<file path="src/cycle_timing_pkg.sv">
// Package of operation codes, cycle figures and carrier types for the cycle timer.
package cycle_timing_pkg;

    // ****************************************************************
    // Operation classes
    // ****************************************************************
    typedef enum logic [3:0] {
        OP_SCAN      = 4'h0,
        OP_STORE     = 4'h1,
        OP_SHL1      = 4'h2,
        OP_SHL_CNT   = 4'h3,
        OP_ROR_CNT   = 4'h4,
        OP_SUB_IMM   = 4'h5,
        OP_SBB_RM    = 4'h6,
        OP_SBB_ACC   = 4'h7,
        OP_TEST_ACC  = 4'h8,
        OP_XOR_ACC   = 4'h9
    } op_class_t;

    // ****************************************************************
    // Cycle figures
    // ****************************************************************
    localparam logic [11:0] SCAN_ONE      = 12'h00F;
    localparam logic [11:0] SCAN_BASE     = 12'h005;
    localparam logic [11:0] SCAN_EACH     = 12'h00F;
    localparam logic [11:0] STORE_ONE     = 12'h00A;
    localparam logic [11:0] STORE_BASE    = 12'h006;
    localparam logic [11:0] STORE_EACH    = 12'h009;
    localparam logic [11:0] SHL1_REG      = 12'h002;
    localparam logic [11:0] SHL1_MEM      = 12'h00F;
    localparam logic [11:0] CNT_REG_BASE  = 12'h005;
    localparam logic [11:0] CNT_MEM_BASE  = 12'h011;
    localparam logic [11:0] SUBI_REG      = 12'h004;
    localparam logic [11:0] SUBI_MEM      = 12'h010;
    localparam logic [11:0] SBB_REG       = 12'h003;
    localparam logic [11:0] SBB_MEM       = 12'h00A;
    localparam logic [11:0] ACC_BYTE      = 12'h003;
    localparam logic [11:0] ACC_WORD      = 12'h004;
    localparam logic [11:0] NARROW_WORD   = 12'h004;
    localparam logic [11:0] ZERO_COUNT    = 12'h000;
    localparam logic [11:0] ONE_COUNT     = 12'h001;

    // ****************************************************************
    // Carrier
    // ****************************************************************
    typedef struct packed {
        op_class_t   op;
        logic        mem;
        logic        word;
        logic        rep;
        logic [7:0]  n;
    } op_req_t;

endpackage // cycle_timing_pkg

</file>
<file path="src/cycle_timer.sv">
// Execution-time engine that holds busy for each operation's documented cycle count.
`timescale 1ns/1ps
// Function
// - Scan takes 15 cycles, or 5+15n when repeated n times.
// - Store takes 10 cycles, or 6+9n when repeated n times.
// - Shift left by one: 2 cycles register, 15 cycles memory.
// - Shift left by count: 5+n register, 17+n memory.
// - Rotate right by count: 5+n register, 17+n memory.
// - Subtract immediate: 4 cycles register, 16 cycles memory.
// - Subtract with borrow register forms: 3 register, 10 memory.
// - Subtract with borrow immediate from accumulator: 3 byte, 4 word.
// - Test immediate against accumulator: 3 byte, 4 word.
// - Exclusive-or immediate into accumulator: 3 byte, 4 word.
// - Narrow bus adds 4 cycles per word memory transfer.
module cycle_timer (
    // Clock and reset
    input  wire logic                       clk_i,
    input  wire logic                       sys_rst_i,
    // Bus width strap: high for the 8-bit external bus variant
    input  wire logic                       narrow_bus_i,
    // Operation request
    input  wire logic                       start_i,
    input  wire cycle_timing_pkg::op_req_t  req_i,
    // Status
    output logic                            busy_o,
    output logic                            done_o,
    output logic [11:0]                     total_o
);
    import cycle_timing_pkg::*;

    // ****************************************************************
    // Cycle count decode
    // ****************************************************************
    function automatic logic [11:0] base_cycles(input op_req_t r);
        logic [11:0] n12;
        logic [11:0] c;
        n12 = {4'h0, r.n};
        c   = ZERO_COUNT;
        case (r.op)
            OP_SCAN: begin
                c = r.rep ? 12'(SCAN_BASE + SCAN_EACH * n12) : SCAN_ONE;
            end
            OP_STORE: begin
                c = r.rep ? 12'(STORE_BASE + STORE_EACH * n12) : STORE_ONE;
            end
            OP_SHL1: begin
                c = r.mem ? SHL1_MEM : SHL1_REG;
            end
            OP_SHL_CNT, OP_ROR_CNT: begin
                c = 12'((r.mem ? CNT_MEM_BASE : CNT_REG_BASE) + n12);
            end
            OP_SUB_IMM: begin
                c = r.mem ? SUBI_MEM : SUBI_REG;
            end
            OP_SBB_RM: begin
                c = r.mem ? SBB_MEM : SBB_REG;
            end
            OP_SBB_ACC, OP_TEST_ACC, OP_XOR_ACC: begin
                c = r.word ? ACC_WORD : ACC_BYTE;
            end
            default: begin
                c = ZERO_COUNT;
            end
        endcase
        return c;
    endfunction

    // Memory transfers made by the operation, used for the narrow bus penalty.
    function automatic logic [11:0] mem_transfers(input op_req_t r);
        logic [11:0] t;
        t = ZERO_COUNT;
        case (r.op)
            OP_SCAN, OP_STORE: begin
                t = r.rep ? {4'h0, r.n} : ONE_COUNT;
            end
            OP_SHL1, OP_SHL_CNT, OP_ROR_CNT, OP_SUB_IMM, OP_SBB_RM: begin
                t = r.mem ? ONE_COUNT : ZERO_COUNT;
            end
            default: begin
                t = ZERO_COUNT;
            end
        endcase
        return t;
    endfunction

    // ****************************************************************
    // State machine
    // ****************************************************************
    typedef enum logic [1:0] {
        ST_IDLE = 2'b01,
        ST_RUN  = 2'b10
    } state_t;

    state_t      state_reg,  state_next;
    logic [11:0] remain_reg, remain_next;
    logic [11:0] total_reg,  total_next;
    logic        done_reg,   done_next;
    logic [11:0] cost;

    always_comb begin
        cost = base_cycles(req_i);
        if (narrow_bus_i && req_i.word) begin
            cost = 12'(cost + NARROW_WORD * mem_transfers(req_i));
        end
    end

    // A request is taken only while idle; one issued while busy is dropped, which
    // keeps the model simple at the price of no queueing of back-to-back requests.
    always_comb begin
        state_next  = state_reg;
        remain_next = remain_reg;
        total_next  = total_reg;
        done_next   = 1'b0;
        case (state_reg)
            ST_IDLE: begin
                // Zero wait start
                // A start in the done cycle is dropped, since busy still stands there.
                if (start_i && !done_reg) begin
                    total_next = cost;
                    if (cost <= ONE_COUNT) begin
                        done_next = 1'b1;
                    end else begin
                        remain_next = 12'(cost - ONE_COUNT);
                        state_next  = ST_RUN;
                    end
                end
            end
            ST_RUN: begin
                if (remain_reg == ONE_COUNT) begin
                    done_next  = 1'b1;
                    state_next = ST_IDLE;
                end
                remain_next = 12'(remain_reg - ONE_COUNT);
            end
            default: begin
                state_next = ST_IDLE;
            end
        endcase
    end

    always_ff @(posedge clk_i) begin
        if (sys_rst_i) begin
            state_reg  <= ST_IDLE;
            remain_reg <= ZERO_COUNT;
            total_reg  <= ZERO_COUNT;
            done_reg   <= 1'b0;
        end else begin
            state_reg  <= state_next;
            remain_reg <= remain_next;
            total_reg  <= total_next;
            done_reg   <= done_next;
        end
    end

    // ****************************************************************
    // Outputs
    // ****************************************************************
    logic busy_reg;
    logic busy_next;

    always_comb begin
        busy_next = (state_next == ST_RUN) || done_next;
    end

    always_ff @(posedge clk_i) begin
        if (sys_rst_i) begin
            busy_reg <= 1'b0;
        end else begin
            busy_reg <= busy_next;
        end
    end

    assign busy_o  = busy_reg;
    assign done_o  = done_reg;
    assign total_o = total_reg;

endmodule // cycle_timer

</file>
<file path="config.mk">
export PLATFORM = sky130hd
export DESIGN_NAME = cycle_timer
export DESIGN_NICKNAME = d
export VERILOG_FILES = /design/src/cycle_timing_pkg.sv /design/src/cycle_timer.sv
export SDC_FILE = /design/constraint.sdc
export NUM_CORES = 1
export LEC_CHECK = 0
export ABC_AREA = 1
export BUFFER_PORTS_ARGS = -buffer_cell sky130_fd_sc_hd__buf_2
export CAP_MARGIN = 20
export CORE_MARGIN = 10
export CORE_UTILIZATION = 55
export DETAILED_ROUTE_END_ITERATION = 10
export MAX_ROUTING_LAYER = met4
export PLACE_DENSITY_LB_ADDON = 0.12
export REMOVE_ABC_BUFFERS = 1
export SLEW_MARGIN = 10
export SYNTH_ARGS = -nofsm -noshare
export SYNTH_HDL_FRONTEND = slang
export SYNTH_SLANG_ARGS = --single-unit
export TNS_END_PERCENT = 50
</file>
<file path="constraint.sdc">
create_clock -name clk_i -period 11.55 [get_ports clk_i]
set_input_delay 0.5775 -clock clk_i [delete_from_list [all_inputs] [get_ports clk_i]]
set_output_delay 0.5775 -clock clk_i [all_outputs]
set_load 0.005 [all_outputs]
</file>
==> flow_metrics.tcl <==
set metrics [dict create \
    run_status "complete, no violations" \
    finalHoldViolations 0 \
    grtUsageMet1_pct 28.9 \
    yosys.area.top_type "sky130_fd_sc_hd__nand2_1" \
    power_per_unit_of_standard_cell_area_nw_per_um2 125 \
    timing_worst_setup_path_type "in2reg" \
    maxCapViolations 0 \
    slew_headroom_pct 48.8 \
    filler_cell_count 851 \
    timing.final.crit_period_ns 5.32 \
    synth_top_cells_by_area "sky130_fd_sc_hd__nand2_1, sky130_fd_sc_hd__ha_1, sky130_fd_sc_hd__dfxtp_1" \
    p_leak_nw 2.89 \
    wire_per_inst_um 13.9 \
    yosys_warnings 0 \
    drt-initial-drc-count 508 \
    clock_tree.htree_level_count 1 \
    first_pass_grt_wire_length_um 22000 \
    cts-resized-gates 0 \
    placementRows 33 \
    worstPathMaxFanout 15 \
    synthesis.area_per_instance_sq_um 5.96 \
    yosysUniqueCellTypes 39 \
    cts_inserted_buffers 3 \
    die_height_um 112 \
    core_ar_sq_um 8220 \
    vdd.ir_drop.worst_mv 0.0712 \
    post-cts-setup-buffers 0 \
    dpl_worst_slack_ns 6.03 \
    maxSlewViolCount 0 \
    fin_nets 897 \
    fin_tns_setup_ns 0 \
    finalWeightedCongestion 1.01 \
    achievable-frequency_mhz 188 \
    critical_path.startpoint_type "input port" \
    final.setup.worst_slack_ns 6.23 \
    port_buffers 32 \
    layout_worst_path_cycle_share_pct 46.1 \
    final_layout_size_suffix_gt1_share_pct 9.34 \
    most-common-layout-cells "sky130_fd_sc_hd__nand2_1, sky130_fd_sc_hd__inv_1, sky130_fd_sc_hd__nor2_1" \
    ios 33 \
    detailed_place_hpwl_um 10400 \
    length_of_the_first_detailed_routing_pass_in_iterations 6 \
    worst_max_slew_pin_slew_ns 0.768 \
    synth.ff_latch_count 28 \
    cts.clk_slew.worst_paths_ns 0.10 \
    grt_start_max_net_pins 27 \
    synth_largest_type_area_fraction_pct 18.4 \
    initial_antenna_violation_count 0 \
    globalRouteMet3Util_pct 2.84 \
    synth_seq_area_share_pct 12.1 \
    sum_of_routed_wire_length_over_all_layers_um 12700 \
    min_delay_path_class "in2reg" \
    grtUsageMet2_pct 31.1 \
    chipWidth_um 112 \
    postSynthCellCount 776 \
    vias_in_the_first_global_route 4687 \
    multiInputGateArea_sq_um 3570 \
    cts_tree "done" \
    clock-sinks 28 \
    rsz0062_at_grt "false" \
    grt_busiest_layer "met2" \
    crit_slowest_cell "sky130_fd_sc_hd__fa_1" \
    cts-root-buf "sky130_fd_sc_hd__clkbuf_8" \
    antenna_left 0 \
    avgViaCountPerCell 5.51 \
    worstSkewPairLatency_ns 0.28 \
    netlist_area_sq_um 4620 \
    gr-usage-all-layers_pct 20.6 \
    arrival_ns 5.55 \
    cts-hold-fix-buffers 0 \
    num_antenna_cells 0 \
    remaining_drc_errors 0 \
    setup_viol 0 \
    clock-skew-final_ns 0.0111 \
    worstPathRequired_ns 11.78 \
    finish.utilization_pct 59.9 \
    dieArea_sq_um 12500 \
    area_growth_syn_to_layout_pct 6.47 \
    timing.critical_path.slowest_cell_delay_ns 0.57 \
    timing.critical_path.to_type "register" \
    maximum_buffer_depth_of_the_clock_tree 2 \
    sequential_cell_area_sq_um 561 \
    via_count 5001 \
    layout_commonest_cell "sky130_fd_sc_hd__nand2_1" \
    crit_path_frequent_cell "sky130_fd_sc_hd__nand2_1" \
    floorplan.initialDensity_pct 56.3 \
    grt-ovfl-total 0 \
]
-- final cells by class --
class	instances	share of cell area, %
sequential	28	11.4
clock buffer	4	1.12
timing repair buffer	32	3.25
multi-input combinational	621	72.6
tap	105	2.67
inverter	118	9.00
-- synthesized netlist by cell type --
cell type,number
sky130_fd_sc_hd__a31oi_1,1
sky130_fd_sc_hd__a21oi_1,25
sky130_fd_sc_hd__nor3_1,2
sky130_fd_sc_hd__nor2_2,8
sky130_fd_sc_hd__clkinv_1,1
sky130_fd_sc_hd__nand2_2,4
sky130_fd_sc_hd__buf_6,1
sky130_fd_sc_hd__nand2_1,227
sky130_fd_sc_hd__nor2_4,2
sky130_fd_sc_hd__o21ai_0,26
sky130_fd_sc_hd__and2_1,1
sky130_fd_sc_hd__o211ai_1,6
sky130_fd_sc_hd__buf_4,1
sky130_fd_sc_hd__or2_2,6
sky130_fd_sc_hd__o21bai_1,3
sky130_fd_sc_hd__o2111ai_1,1
sky130_fd_sc_hd__nand3_1,92
sky130_fd_sc_hd__o21ai_1,4
sky130_fd_sc_hd__xor2_1,5
sky130_fd_sc_hd__nor2_1,96
sky130_fd_sc_hd__ha_1,61
sky130_fd_sc_hd__nand3b_1,4
sky130_fd_sc_hd__o21ai_4,1
sky130_fd_sc_hd__a21o_1,3
sky130_fd_sc_hd__fa_1,13
sky130_fd_sc_hd__nand3_2,6
sky130_fd_sc_hd__mux2i_1,1
sky130_fd_sc_hd__inv_2,5
sky130_fd_sc_hd__nand4_1,14
sky130_fd_sc_hd__a21boi_2,1
sky130_fd_sc_hd__clkbuf_1,5
sky130_fd_sc_hd__nand2_4,4
sky130_fd_sc_hd__inv_1,112
sky130_fd_sc_hd__dfxtp_1,28
sky130_fd_sc_hd__xnor2_1,1
sky130_fd_sc_hd__nand3_4,1
sky130_fd_sc_hd__a21oi_2,1
sky130_fd_sc_hd__nor4_1,1
sky130_fd_sc_hd__buf_2,2
-- report_power, final --
group          internal (W)  switching [W]
clock             0.0000306      0.0000311
sequential         0.000125      0.0000181
combinational      0.000146       0.000266
-- kinds of logic (layout without fill, tap and decap cells) --
group                    count (synthesis)  count (layout)  share of synthesized area [%]
flip-flops                              28              28                           12.1
multiplexers                             1               1                          0.216
buffers and inverters                  127             154                           10.6
XOR/XNOR                                 6               6                           1.14
adder cells (fa/ha/maj)                 74              74                           22.1
AO/OA/AOI/OAI                           72              72                           9.01
AND/OR/NAND/NOR                        468             468                           44.8
-- critical path, delay by kind of cell --
kind          cells  cell delay [ns]
xor+xnor          1             0.16
fa+ha+maj         5             2.09
buf+inv           5             0.70
simple gates     19             2.01
-- through the flow --
step,cell area [sq um],hold slack [ns],instances,power (W)
after floorplan,4580,0.472,767,0.000449
after global routing,4920,0.461,908,0.000691
after CTS,4920,0.455,908,0.000614
final,4920,0.456,908,0.000616
after global placement,4870,0.479,904,0.000541
after detailed placement,4870,0.481,904,0.000551
-- per-layer routing --
metal | share of wire (%) | vias up
li1 | - | 2537
met1 | 48 | 2268
met2 | 43 | 180
met3 | 7.9 | 16
met4 | 1.0 | 0
met5 | 0 | -
-- path summary, 6_finish.rpt --
path,startpoint,to,slack (ns),depth (start not counted)
worst max register to register,state_reg[0],remain_reg[10],9.44,9
worst min-delay path,sys_rst_i,remain_reg[8],0.46,2
worst min register to register,total_o[7],total_o[7],0.50,2
worst max-delay path,req_i[2],remain_reg[10],6.23,30
Note: power is estimated with default switching activity, not from simulation.
